### src/etr_pkg.sv
/*
  Constants shared by the elapsed-time and event recorder.
  Assumes a 10 MHz system clock; all timing counts derive from it.
*/
package etr_pkg;

  // ----------------------------------------------------------------
  // Widths and storage sizes
  // ----------------------------------------------------------------
  localparam int ETC_W = 32;
  localparam int EVT_W = 17;
  localparam int NV_COPIES = 3;
  localparam int USER_BYTES = 10;
  localparam int USER_AW = 4;
  localparam int CNT_W = 32;
  localparam int PTR_W = 2;

  // ----------------------------------------------------------------
  // Clock rate and times (microseconds)
  // ----------------------------------------------------------------
  localparam int CLK_HZ = 10_000_000;
  localparam int CYC_PER_US = CLK_HZ / 1_000_000;
  localparam int DEGLITCH_TIME_US = 35_000;
  localparam int FIRST_TICK_DELAY_US = 125_000;
  localparam int TICK_INTERVAL_US = 250_000;
  localparam int NV_WRITE_TIME_US = 300_000;
  localparam int NV_LOAD_TIME_US = 1_000;

  localparam int DEGLITCH_CYC = DEGLITCH_TIME_US * CYC_PER_US;
  localparam int FIRST_TICK_CYC = FIRST_TICK_DELAY_US * CYC_PER_US;
  localparam int TICK_CYC = TICK_INTERVAL_US * CYC_PER_US;
  localparam int NV_WRITE_CYC = NV_WRITE_TIME_US * CYC_PER_US;
  localparam int NV_LOAD_CYC = NV_LOAD_TIME_US * CYC_PER_US;

  // ----------------------------------------------------------------
  // Reset values, limits and states
  // ----------------------------------------------------------------
  localparam logic [ETC_W-1:0] ETC_MAX = 32'hffffffff;
  localparam logic [ETC_W-1:0] ETC_RST = 32'h00000000;
  localparam logic [EVT_W-1:0] EVT_RST = 17'h00000;
  localparam logic [7:0] USER_RST = 8'h00;
  localparam logic [PTR_W-1:0] PTR_RST = 2'h0;
  localparam logic [PTR_W-1:0] PTR_LAST = 2'h2;
  localparam logic [CNT_W-1:0] CNT_RST = 32'h00000000;

  typedef enum logic [1:0] {
    ST_IDLE,
    ST_LOAD,
    ST_RUN,
    ST_STORE
  } etr_state_type;

endpackage

### src/etr_recorder.sv
/*
  Elapsed-time and event recorder core.
  Assumes a 2-wire front end on the same clock that reports address
  matches and register writes, and a raw asynchronous event pin.
*/
`timescale 1ns/10ps
module etr_recorder #(
  parameter int DEGLITCH_CYC = etr_pkg::DEGLITCH_CYC,
  parameter int FIRST_TICK_CYC = etr_pkg::FIRST_TICK_CYC,
  parameter int TICK_CYC = etr_pkg::TICK_CYC,
  parameter int NV_WRITE_CYC = etr_pkg::NV_WRITE_CYC,
  parameter int NV_LOAD_CYC = etr_pkg::NV_LOAD_CYC
) (
  input wire logic i_clk_sys,                       // System clock
  input wire logic i_rst_n,                         // Async reset, low
  input wire logic i_event_pin,                     // Raw event pin
  input wire logic i_addr_hit,                      // Own address seen
  input wire logic i_alarm_wr,                      // Alarm write strobe
  input wire logic [etr_pkg::ETC_W-1:0] i_alarm_wdata, // Alarm value
  input wire logic i_user_wr,                       // User byte write
  input wire logic [etr_pkg::USER_AW-1:0] i_user_addr, // User byte index
  input wire logic [7:0] i_user_wdata,              // User byte data
  output logic o_addr_ack,                          // Address acknowledge
  output logic o_busy,                              // Port unavailable
  output logic o_event_active,                      // Filtered event
  output logic o_osc_run,                           // Time base running
  output logic [etr_pkg::ETC_W-1:0] o_etc,          // Elapsed time
  output logic [etr_pkg::EVT_W-1:0] o_event_count,  // Event count
  output logic [etr_pkg::ETC_W-1:0] o_alarm_value,  // Alarm value
  output logic [7:0] o_user_rdata,                  // User byte read
  output logic o_alarm_flag                         // Alarm flag
);
  import etr_pkg::*;

  etr_state_type state_reg;
  logic ev_level;
  logic [CNT_W-1:0] hold_cnt_reg;
  logic [CNT_W-1:0] tick_cnt_reg;
  logic first_tick_reg;
  logic tick;
  logic rise;
  logic fall;
  logic hold_done;
  logic [PTR_W-1:0] ptr_reg;
  logic [PTR_W-1:0] ptr_next;
  logic [ETC_W-1:0] etc_reg;
  logic [EVT_W-1:0] evt_reg;
  logic [ETC_W-1:0] alarm_reg;
  logic [ETC_W-1:0] nv_etc [NV_COPIES];
  logic [EVT_W-1:0] nv_evt [NV_COPIES];
  logic [ETC_W-1:0] nv_alarm_reg;
  logic [7:0] nv_user [USER_BYTES];
  logic [7:0] user_mem [USER_BYTES];
  logic user_ok;

  function automatic logic [ETC_W-1:0] sat_inc(input logic [ETC_W-1:0] v);
    sat_inc = (v == ETC_MAX) ? v : v + 1'b1;
  endfunction

  function automatic logic [PTR_W-1:0] ptr_inc(input logic [PTR_W-1:0] p);
    ptr_inc = (p == PTR_LAST) ? PTR_RST : p + 1'b1;
  endfunction

  etr_deglitch #(
    .FILT_CYC(DEGLITCH_CYC)
  ) u_deglitch (
    .i_clk_sys(i_clk_sys),
    .i_rst_n(i_rst_n),
    .i_pin(i_event_pin),
    .o_level(ev_level)
  );

  // ----------------------------------------------------------------
  // Event sequencing
  // ----------------------------------------------------------------
  assign rise = (state_reg == ST_IDLE) && ev_level;
  assign fall = (state_reg == ST_RUN) && !ev_level;
  assign hold_done = (state_reg == ST_LOAD)
    ? (hold_cnt_reg == CNT_W'(NV_LOAD_CYC - 1))
    : (hold_cnt_reg == CNT_W'(NV_WRITE_CYC - 1));
  assign ptr_next = ptr_inc(ptr_reg);

  always_ff @(posedge i_clk_sys or negedge i_rst_n)
  begin
    if (!i_rst_n)
      state_reg <= ST_IDLE;
    else
    begin
      case (state_reg)
        ST_IDLE: if (ev_level) state_reg <= ST_LOAD;
        ST_LOAD: if (hold_done) state_reg <= ST_RUN;
        ST_RUN: if (!ev_level) state_reg <= ST_STORE;
        ST_STORE: if (hold_done) state_reg <= ST_IDLE;
        default: state_reg <= ST_IDLE;
      endcase
    end
  end

  // Hold-off counter for load and store windows
  always_ff @(posedge i_clk_sys or negedge i_rst_n)
  begin
    if (!i_rst_n)
      hold_cnt_reg <= CNT_RST;
    else if (o_busy && !hold_done)
      hold_cnt_reg <= hold_cnt_reg + 1'b1;
    else
      hold_cnt_reg <= CNT_RST;
  end

  // ----------------------------------------------------------------
  // Time base: runs only from the rising event until the fall
  // ----------------------------------------------------------------
  assign o_osc_run = (state_reg == ST_LOAD) || (state_reg == ST_RUN);
  assign tick = o_osc_run && (first_tick_reg
    ? (tick_cnt_reg == CNT_W'(FIRST_TICK_CYC - 1))
    : (tick_cnt_reg == CNT_W'(TICK_CYC - 1)));

  always_ff @(posedge i_clk_sys or negedge i_rst_n)
  begin
    if (!i_rst_n)
    begin
      tick_cnt_reg <= CNT_RST;
      first_tick_reg <= 1'b1;
    end
    else if (!o_osc_run || tick)
    begin
      tick_cnt_reg <= CNT_RST;
      first_tick_reg <= !o_osc_run;
    end
    else
      tick_cnt_reg <= tick_cnt_reg + 1'b1;
  end

  // ----------------------------------------------------------------
  // Working counters
  // ----------------------------------------------------------------
  always_ff @(posedge i_clk_sys or negedge i_rst_n)
  begin
    if (!i_rst_n)
    begin
      etc_reg <= ETC_RST;
      evt_reg <= EVT_RST;
    end
    else if (rise)
    begin
      etc_reg <= nv_etc[ptr_reg];
      evt_reg <= nv_evt[ptr_reg];
    end
    else if (fall)
      evt_reg <= evt_reg + 1'b1;
    else if (tick)
      etc_reg <= sat_inc(etc_reg);
  end

  // ----------------------------------------------------------------
  // Alarm value and user memory, writable while the port is free, except an alarm write in a rise cycle
  // ----------------------------------------------------------------
  assign user_ok = i_user_addr < USER_AW'(USER_BYTES);

  always_ff @(posedge i_clk_sys or negedge i_rst_n)
  begin
    if (!i_rst_n)
      alarm_reg <= ETC_RST;
    else if (rise)
      alarm_reg <= nv_alarm_reg;
    else if (i_alarm_wr && !o_busy)
      alarm_reg <= i_alarm_wdata;
  end

  always_ff @(posedge i_clk_sys or negedge i_rst_n)
  begin
    if (!i_rst_n)
    begin
      for (int i = 0; i < USER_BYTES; i++)
        user_mem[i] <= USER_RST;
    end
    else if (i_user_wr && !o_busy && user_ok)
      user_mem[i_user_addr] <= i_user_wdata;
  end

  // ----------------------------------------------------------------
  // Nonvolatile storage
  // ----------------------------------------------------------------
  always_ff @(posedge i_clk_sys or negedge i_rst_n)
  begin
    if (!i_rst_n)
    begin
      ptr_reg <= PTR_RST;
      nv_alarm_reg <= ETC_RST;
      for (int i = 0; i < NV_COPIES; i++)
      begin
        nv_etc[i] <= ETC_RST;
        nv_evt[i] <= EVT_RST;
      end
      for (int i = 0; i < USER_BYTES; i++)
        nv_user[i] <= USER_RST;
    end
    else if (fall)
    begin
      ptr_reg <= ptr_next;
      nv_etc[ptr_next] <= etc_reg;
      nv_evt[ptr_next] <= evt_reg + 1'b1;
      nv_alarm_reg <= alarm_reg;
      for (int i = 0; i < USER_BYTES; i++)
        nv_user[i] <= user_mem[i];
    end
  end

  // ----------------------------------------------------------------
  // Alarm flag: sticky, set only by a nonzero match
  // ----------------------------------------------------------------
  always_ff @(posedge i_clk_sys or negedge i_rst_n)
  begin
    if (!i_rst_n)
      o_alarm_flag <= 1'b0;
    else if ((alarm_reg != ETC_RST) && (etc_reg == alarm_reg))
      o_alarm_flag <= 1'b1;
  end

  // ----------------------------------------------------------------
  // Host port availability and outputs
  // ----------------------------------------------------------------
  // Reads during the load would show stale data, so the port is closed
  assign o_busy = (state_reg == ST_LOAD) || (state_reg == ST_STORE);
  assign o_addr_ack = i_addr_hit && !o_busy;
  assign o_event_active = ev_level;
  assign o_etc = etc_reg;
  assign o_event_count = evt_reg;
  assign o_alarm_value = alarm_reg;

  always_ff @(posedge i_clk_sys or negedge i_rst_n)
  begin
    if (!i_rst_n)
      o_user_rdata <= USER_RST;
    else if (user_ok)
      o_user_rdata <= user_mem[i_user_addr];
    else
      o_user_rdata <= USER_RST;
  end

  // ----------------------------------------------------------------
  // Assertions
  // ----------------------------------------------------------------
  logic [ETC_W-1:0] nv_etc_sel;
  assign nv_etc_sel = nv_etc[ptr_reg];

  a_load_rise:
  assert property (@(posedge i_clk_sys) disable iff (!i_rst_n)
    rise |=> (state_reg == ST_LOAD) && o_osc_run
      && (etc_reg == $past(nv_etc_sel)))
  else $error("Counter not loaded on rising event");

  a_tick_step:
  assert property (@(posedge i_clk_sys) disable iff (!i_rst_n)
    (tick && !rise && !fall && etc_reg != ETC_MAX)
      |=> etc_reg == $past(etc_reg) + 1'b1)
  else $error("Elapsed time did not step on tick");

  a_event_count:
  assert property (@(posedge i_clk_sys) disable iff (!i_rst_n)
    fall |=> (evt_reg == $past(evt_reg) + 1'b1)
      && (nv_evt[ptr_reg] == evt_reg) && o_busy)
  else $error("Event count not bumped and stored on fall");

  a_nack_busy:
  assert property (@(posedge i_clk_sys) disable iff (!i_rst_n)
    (state_reg == ST_STORE) |-> !o_addr_ack)
  else $error("Address acknowledged while port closed");

  a_alarm_set:
  assert property (@(posedge i_clk_sys) disable iff (!i_rst_n)
    (alarm_reg != ETC_RST && etc_reg == alarm_reg) |=> o_alarm_flag)
  else $error("Alarm flag missed a match");

  a_alarm_hold:
  assert property (@(posedge i_clk_sys) disable iff (!i_rst_n)
    o_alarm_flag |=> o_alarm_flag[*3])
  else $error("Alarm flag cleared");

  a_alarm_zero:
  assert property (@(posedge i_clk_sys) disable iff (!i_rst_n)
    (alarm_reg == ETC_RST && !o_alarm_flag) |=> !o_alarm_flag)
  else $error("Alarm set with zero alarm value");

  a_etc_sat:
  assert property (@(posedge i_clk_sys) disable iff (!i_rst_n)
    (etc_reg == ETC_MAX && !rise) |=> etc_reg == ETC_MAX)
  else $error("Elapsed time wrapped");

  a_osc_stop:
  assert property (@(posedge i_clk_sys) disable iff (!i_rst_n)
    fall |=> !o_osc_run && !tick)
  else $error("Time base still running after fall");

  a_ptr_rotate:
  assert property (@(posedge i_clk_sys) disable iff (!i_rst_n)
    fall |=> ptr_reg == ptr_inc($past(ptr_reg)))
  else $error("Storage copy did not rotate");

endmodule // etr_recorder

### src/etr_deglitch.sv
/*
  Event input synchroniser and deglitch filter.
  Assumes an asynchronous pin; output changes only after the input
  has held a new level for FILT_CYC clock cycles.
*/
`timescale 1ns/10ps
module etr_deglitch #(
  parameter int FILT_CYC = etr_pkg::DEGLITCH_CYC
) (
  input wire logic i_clk_sys, // System clock
  input wire logic i_rst_n,   // Async reset, active low
  input wire logic i_pin,     // Raw event pin
  output logic o_level        // Filtered level
);
  import etr_pkg::*;

  logic sync1_reg;
  logic sync2_reg;
  logic [CNT_W-1:0] cnt_reg;

  // ----------------------------------------------------------------
  // Two-stage synchroniser
  // ----------------------------------------------------------------
  always_ff @(posedge i_clk_sys or negedge i_rst_n)
  begin
    if (!i_rst_n)
    begin
      sync1_reg <= 1'b0;
      sync2_reg <= 1'b0;
    end
    else
    begin
      sync1_reg <= i_pin;
      sync2_reg <= sync1_reg;
    end
  end

  // ----------------------------------------------------------------
  // Stability filter
  // ----------------------------------------------------------------
  always_ff @(posedge i_clk_sys or negedge i_rst_n)
  begin
    if (!i_rst_n)
    begin
      cnt_reg <= CNT_RST;
      o_level <= 1'b0;
    end
    else if (sync2_reg == o_level)
      cnt_reg <= CNT_RST;
    else if (cnt_reg == CNT_W'(FILT_CYC - 1))
    begin
      cnt_reg <= CNT_RST;
      o_level <= sync2_reg;
    end
    else
      cnt_reg <= cnt_reg + 1'b1;
  end

endmodule // etr_deglitch

### config.mk
export PLATFORM = sky130hd
export DESIGN_NAME = etr_recorder
export DESIGN_NICKNAME = d
export VERILOG_FILES = /design/src/etr_pkg.sv /design/src/etr_recorder.sv /design/src/etr_deglitch.sv
export SDC_FILE = /design/constraint.sdc
export NUM_CORES = 1
export LEC_CHECK = 0
export BUFFER_PORTS_ARGS = -buffer_cell sky130_fd_sc_hd__buf_4
export CORE_ASPECT_RATIO = 0.9
export CORE_UTILIZATION = 30
export DETAILED_ROUTE_END_ITERATION = 6
export PLACE_DENSITY = 0.54
export SLEW_MARGIN = 15
export SYNTH_ARGS = -nofsm -noshare
export SYNTH_HDL_FRONTEND = slang
export SYNTH_SLANG_ARGS = --single-unit
### constraint.sdc
create_clock -name i_clk_sys -period 7.79 [get_ports i_clk_sys]
set_clock_uncertainty 0.2 [all_clocks]
set_input_delay 0 -clock i_clk_sys [delete_from_list [all_inputs] [get_ports i_clk_sys]]
set_output_delay 0 -clock i_clk_sys [all_outputs]
set_load 0.01 [all_outputs]
After elaboration in Yosys (flattened, before gate mapping)
Cells that the tools add are included.
{ "word_totals": {"input_bits": 50, "word_cells": 130, "regBits": 453} }
{ "op_classes": {"n_bitwise": 4, "n_eq_ne": 18, "addsub": 6, "n_reduce_logical": 26, "magnitude_cmp": 6, "mux": 39} }
{ "op_table": {"columns": ["op", "count"], "rows": [
  ["32-bit two-way mux", 13],
  ["32-bit by 1-bit adder with 32-bit output, second input constant", 4],
  ["96-bit bitwise mux", 1],
  ["17-bit two-way mux", 5],
  ["80-bit bitwise mux", 1],
  ["32-bit binary-select mux with 2-bit select", 1],
  ["32-bit demux with 2-bit select", 1],
  ["32-bit by 22-bit == test with 1-bit output, second input constant", 2],
  ["51-bit bitwise mux", 1],
  ["17-bit binary-select mux with 2-bit select", 1],
  ["17-bit demux with 2-bit select", 1],
  ["8-bit binary-select mux with 4-bit select", 1],
  ["8-bit demux with 4-bit select", 1],
  ["32-bit by 14-bit == test with 1-bit output, second input constant", 1],
  ["32-bit by 19-bit == test with 1-bit output, second input constant", 1],
  ["32-bit by 21-bit == test with 1-bit output, second input constant", 1],
  ["32-bit == test", 1],
  ["32-bit == test, second input constant", 1],
  ["8-bit two-way mux", 4],
  ["32-bit nonzero test", 1],
  ["17-bit by 1-bit adder with 17-bit output, second input constant", 1],
  ["1-bit logical AND", 11],
  ["2-bit two-way mux", 5],
  ["2-bit != test, second input constant", 5],
  ["other kinds (22)", 34]
]} }

Longest topological paths before layout
{ "depth": {"word_depth": 8, "ltp_mapped": 10, "mapped_depth_nobuf": 8} }

Hierarchy
Synthesis repeated with hierarchy kept, for this count alone.
{ "unflattened": {"hier_cells": 2094, "hier_area_um2": 21772.1} }
{ "by_module_without_submodules": {"columns": ["module", "n_inst", "area_per_inst_um2", "cells_each", "seq_area_each_um2"], "rows": [
  ["etr_recorder", 1, 19870.3, 1898, 10461.3],
  ["etr_deglitch", 1, 1901.8, 196, 875.8]
]} }

Least setup slack after synthesis
Ideal clock, no wire load.
{ "synth_timing": {"path_kind": "register to register", "startpoint": "register state_reg[1]", "endpoint": "register user_mem[56] (netlist name)", "synth_period_minus_slack_ns": 2.544, "t_arrival_ns": 2.220, "path_slack_ns": 5.246, "path_stages_with_launch": 9, "path_buffers": 1, "required_time_ns": 7.465, "path_cell_list": "dfrtp_1 > inv_1 > ha_1 > nor2_1 > inv_1 > or3_1 > clkbuf_1 > nor3_4 > mux2_2"} }
{ "synth_via": {"elab_chain_cells": 5, "elab_cells_between_ends": 6, "cone_classes": "eq/ne: 2; reduce/logical: 4"} }
{ "synth_lines": {"columns": ["element", "line", "text"], "rows": [
  ["start: declaration", "etr_recorder.sv:35", "etr_state_type state_reg;"],
  ["start signal: assignment", "etr_recorder.sv:86", "state_reg <= ST_IDLE;"],
  ["start signal: assignment", "etr_recorder.sv:90", "ST_IDLE: if (ev_level) state_reg <= ST_LOAD;"],
  ["start signal: assignment", "etr_recorder.sv:91", "ST_LOAD: if (hold_done) state_reg <= ST_RUN;"],
  ["2-bit by 1-bit == test with 1-bit output or 2-bit == test (tied branches)", "etr_recorder.sv:224", "assign o_busy = (state_reg == ST_LOAD) || (state_reg == ST_STORE);"],
  ["1-bit logical OR (*)", "etr_recorder.sv:224", null],
  ["via o_busy", "etr_recorder.sv:24", "output logic o_busy,"],
  ["1-bit logical NOT (*)", "etr_recorder.sv:177", "else if (i_user_wr && !o_busy && user_ok)"],
  ["1-bit logical AND (*) (2 in a row)", "etr_recorder.sv:177", null],
  ["end signal: indexed assignment", "etr_recorder.sv:178", "user_mem[i_user_addr] <= i_user_wdata;"],
  ["end: declaration", "etr_recorder.sv:53", "logic [7:0] user_mem [USER_BYTES];"]
]} }
Mark *: on every way through the listed nets, which the timed path passes. The rest lies on a longest branch.
A chain may end at the register's enable or synchronous reset.

Worst setup path after layout
{ "layout_timing": {"startpoint": "register state_reg[1]", "endpoint": "register user_mem[51] (netlist name)"} }
{ "layout_via": {"elab_chain_cells": 5, "elab_cells_between_ends": 6, "cone_classes": "eq/ne: 2; reduce/logical: 4"} }
{ "layout_lines": {"columns": ["element", "line"], "rows": [
  ["2-bit by 1-bit == test with 1-bit output or 2-bit == test (tied branches)", "etr_recorder.sv:224"],
  ["1-bit logical OR (*)", "etr_recorder.sv:224"],
  ["1-bit logical NOT (*)", "etr_recorder.sv:177"],
  ["1-bit logical AND (*) (2 in a row)", "etr_recorder.sv:177"]
]} }
Every way passes the cells marked *; elsewhere a longest branch is shown, timed or not.

==> reports/metrics.csv <==
metric,value,unit
power_frac_clock,46.4,%
maxCapViolCount,0,
hold_viol_final,0,
synth_ff_type,dfrtp_1,
pwr-share-seq,46.4,%
synth_nets,2133,
total_power,5.51,mW
combPwrFrac,7.2,%
async_flop_share,100,%
rows,92,
relSlewSlack,26.8,%
clk_latency,580,ps
critPathLaunchType,flip-flop,
htreeDepth,2,
diodes,0,
yosysWarnings,0,
reg_top3,"nv_etc x96, user_mem x80, nv_evt x51",
clk_pin_slew_worst_paths,60,ps
finalMaxSlewViolations,0,
grt_use_total,15.6,%
grt_pass1_wl,93000,µm
rsz0062_at_grt,false,
core,70600,µm²
synthCells,2073,
cts_post_setup_buffers_inserted,0,
setup_viol,0,
grt_pass1_vias,16668,
fin_nets,2301,
drt-total-wl,56800,µm
cp_max_fo,8,
internal-power,4.27,mW
die-height,256,µm
via_per_inst,4.91,
leakage,11.5,nW
clock-root-buffer,clkbuf_16,
die_area,72900,µm²
dp_slack,4040,ps
end_kind,flip-flop,
switchingPower,1.24,mW
dpl-instance-area,23500,µm²
setup_ws,3920,ps
hp-start,i_user_addr[0],
path_class,flip-flop to flip-flop,
synth_cell_types,70,
max_freq,259,MHz
syn_area,21600,µm²
hold_path.class,primary input to flip-flop,
io_pins,144,
grt-ovfl-total,0,
vias,15819,
min_period,3870,ps
drt_pre_antenna_iters,7,
min_period_over_period,49.6,%
drive_above_1_share,19.6,%
yosys_register_bits,453,
grt_max_degree,158,
dp_hpwl,35400,µm
area.growth.synth_to_final,21.6,%
avgRoutedWirePerCell,17.6,µm
drcViolationCount,0,
power.density,210,nW/µm²
setup_tns,0,ps
synth_enable_flop_cells,0,
yosysSeqAreaShare,52.6,%
largest_reg_flops,96,
cts_buffers,52,
start_util,30.6,%
io_buffer_count,143,
status,"complete, no violations",
cts_tree,yes,
routabilityCongestion,0.807,
design_area,26200,µm²
switching_share,22.6,%
antenna_found_initial,0,
max-clock-path-buffers,3,
r2r-start,state_reg[1]$_DFFE_PN0P_,
drtIter0Drc,882,
max_slew.worst_pin.slew,1100,ps
setup.worst_path.start,state_reg[1]$_DFFE_PN0P_,
die_x,285,µm
avgSynthCellArea,10.4,µm²
top_register,nv_etc,
ant_nets,0,
critPathArrivalTime,4130,ps
peakVddDrop,0.158,mV
required,8050,ps
cts.sinks,453,
cts_resized,0,
-- worst max-delay path: stages (launching register included) --
cell and delay, ps:
dfrtp_1 390, inv_1 90, ha_1 270, nor2_1 720, inv_1 190, or3_1 460
nor2_2 480, mux2_2 400, dlygate4sd3_1 560
-- cells in the final DEF (no fill, tap or decap), types with 26 or more instances in the layout --
master,n
a21oi_1,59
and3_1,26
buf_4,158
clkbuf_16,54
dfrtp_1,450
dlygate4sd3_1,85
mux2_2,155
mux2i_1,85
nand2_1,335
nand3_1,74
nand4_1,42
nor2_1,193
o21ai_0,118
xnor2_1,73
xor2_1,81
-- cell type report --
cell class / count / area (µm²)
clock inverters: 15 / 196
multi-input cells: 1466 / 9640
fillers: 6858 / 44400
well taps: 940 / 1180
repair buffers: 248 / 2150
flip-flops and latches: 453 / 11300
clock buffers: 80 / 1630
inverters: 20 / 75.1
-- kinds of logic after synthesis --
| family | share of synthesized area [%] |
|---|---|
| AND/OR/NAND/NOR | 17.0 |
| adder cells (fa/ha/maj) | 0.580 |
| multiplexers | 13.7 |
| XOR/XNOR | 6.26 |
| AO/OA/AOI/OAI | 6.94 |
| buffers and inverters | 2.92 |
| flip-flops | 52.6 |
-- worst paths after layout --
path / endpoint / slack [ps] / cells past startpoint
max: user_mem[51]$_DFFE_PN0P_ / 3920 / 8
min: o_user_rdata[7]$_DFF_PN0_ / 30 / 4
max reg2reg: user_mem[51]$_DFFE_PN0P_ / 3920 / 8
min reg2reg: u_deglitch.sync2_reg$_DFF_PN0_ / 250 / 0
max in group asynchronous: user_mem[76]$_DFFE_PN0P_ / 6120 / 4
min in group asynchronous: nv_evt[7]$_DFFE_PN0P_ / 380 / 4
-- cell usage after synthesis (3+ instances only) --
master,n,area share [%]
nand2_1,337,5.9
o211ai_1,3,0.10
nor4bb_1,3,0.14
buf_1,12,0.21
nand3_1,74,1.7
or4_1,3,0.10
clkbuf_1,93,1.6
mux2_2,155,8.1
nor3_1,23,0.53
a221o_1,3,0.14
and3_1,26,0.75
o21ai_0,118,2.7
and2_1,6,0.17
or3_1,5,0.15
nor2_1,193,3.4
a211oi_1,20,0.70
nand4_1,42,1.2
xnor2_1,73,3.0
nand4b_1,5,0.20
xor2_1,81,3.3
dfrtp_1,452,52
a21o_1,4,0.14
nand2b_1,4,0.12
a41oi_1,3,0.12
o211a_1,3,0.14
a21oi_1,60,1.4
mux2i_1,85,3.9
nor2b_1,4,0.12
a31oi_1,3,0.087
o22ai_1,7,0.20
buf_2,25,0.58
and4_1,15,0.61
nor3b_1,3,0.10
nor4_1,25,0.73
ha_1,10,0.58
mux4_2,16,1.7
a22oi_1,15,0.52
inv_1,19,0.33
nor4b_1,3,0.12
-- through the flow --
step / cells / utilization, % / hold slack [ps]
3_3_place_gp: 3040 / 33.3 / -226
6_report: 3222 / 37.1 / 26.1
5_1_grt: 3222 / 37.1 / 61.1
3_5_place_dp: 3040 / 33.3 / -214
4_1_cts: 3221 / 37.1 / 12.9
2_1_floorplan: 2073 / - / -496
-- power groups by stage --
| stage | Sequential [mW] | Combinational (mW) | Clock [mW] |
|---|---|---|---|
| floorplan | 2.58 | 0.194 | 0 |
| global placement | 2.59 | 0.340 | 0 |
| detailed placement | 2.60 | 0.350 | 0 |
| CTS | 2.56 | 0.399 | 2.63 |
| global route | 2.57 | 0.434 | 2.72 |
| finish | 2.56 | 0.394 | 2.56 |
-- layer usage --
| metal | part of all wire (%) | GRT usage (%) | vias up |
|---|---|---|---|
| met2 | 49 | 26.6 | 268 |
| li1 | - | - | 7511 |
| met1 | 45 | 20.2 | 7947 |
| met5 | 0 | 0 | - |
| met4 | 2.3 | 4.91 | 0 |
| met3 | 3.6 | 2.50 | 93 |
-- timing repair --
item                                    CTS  global route
hold endpoints to repair                492             0
hold buffers                             86             0
endpoints found under the setup margin    0             0
Note: power is estimated with default switching activity, not from simulation.
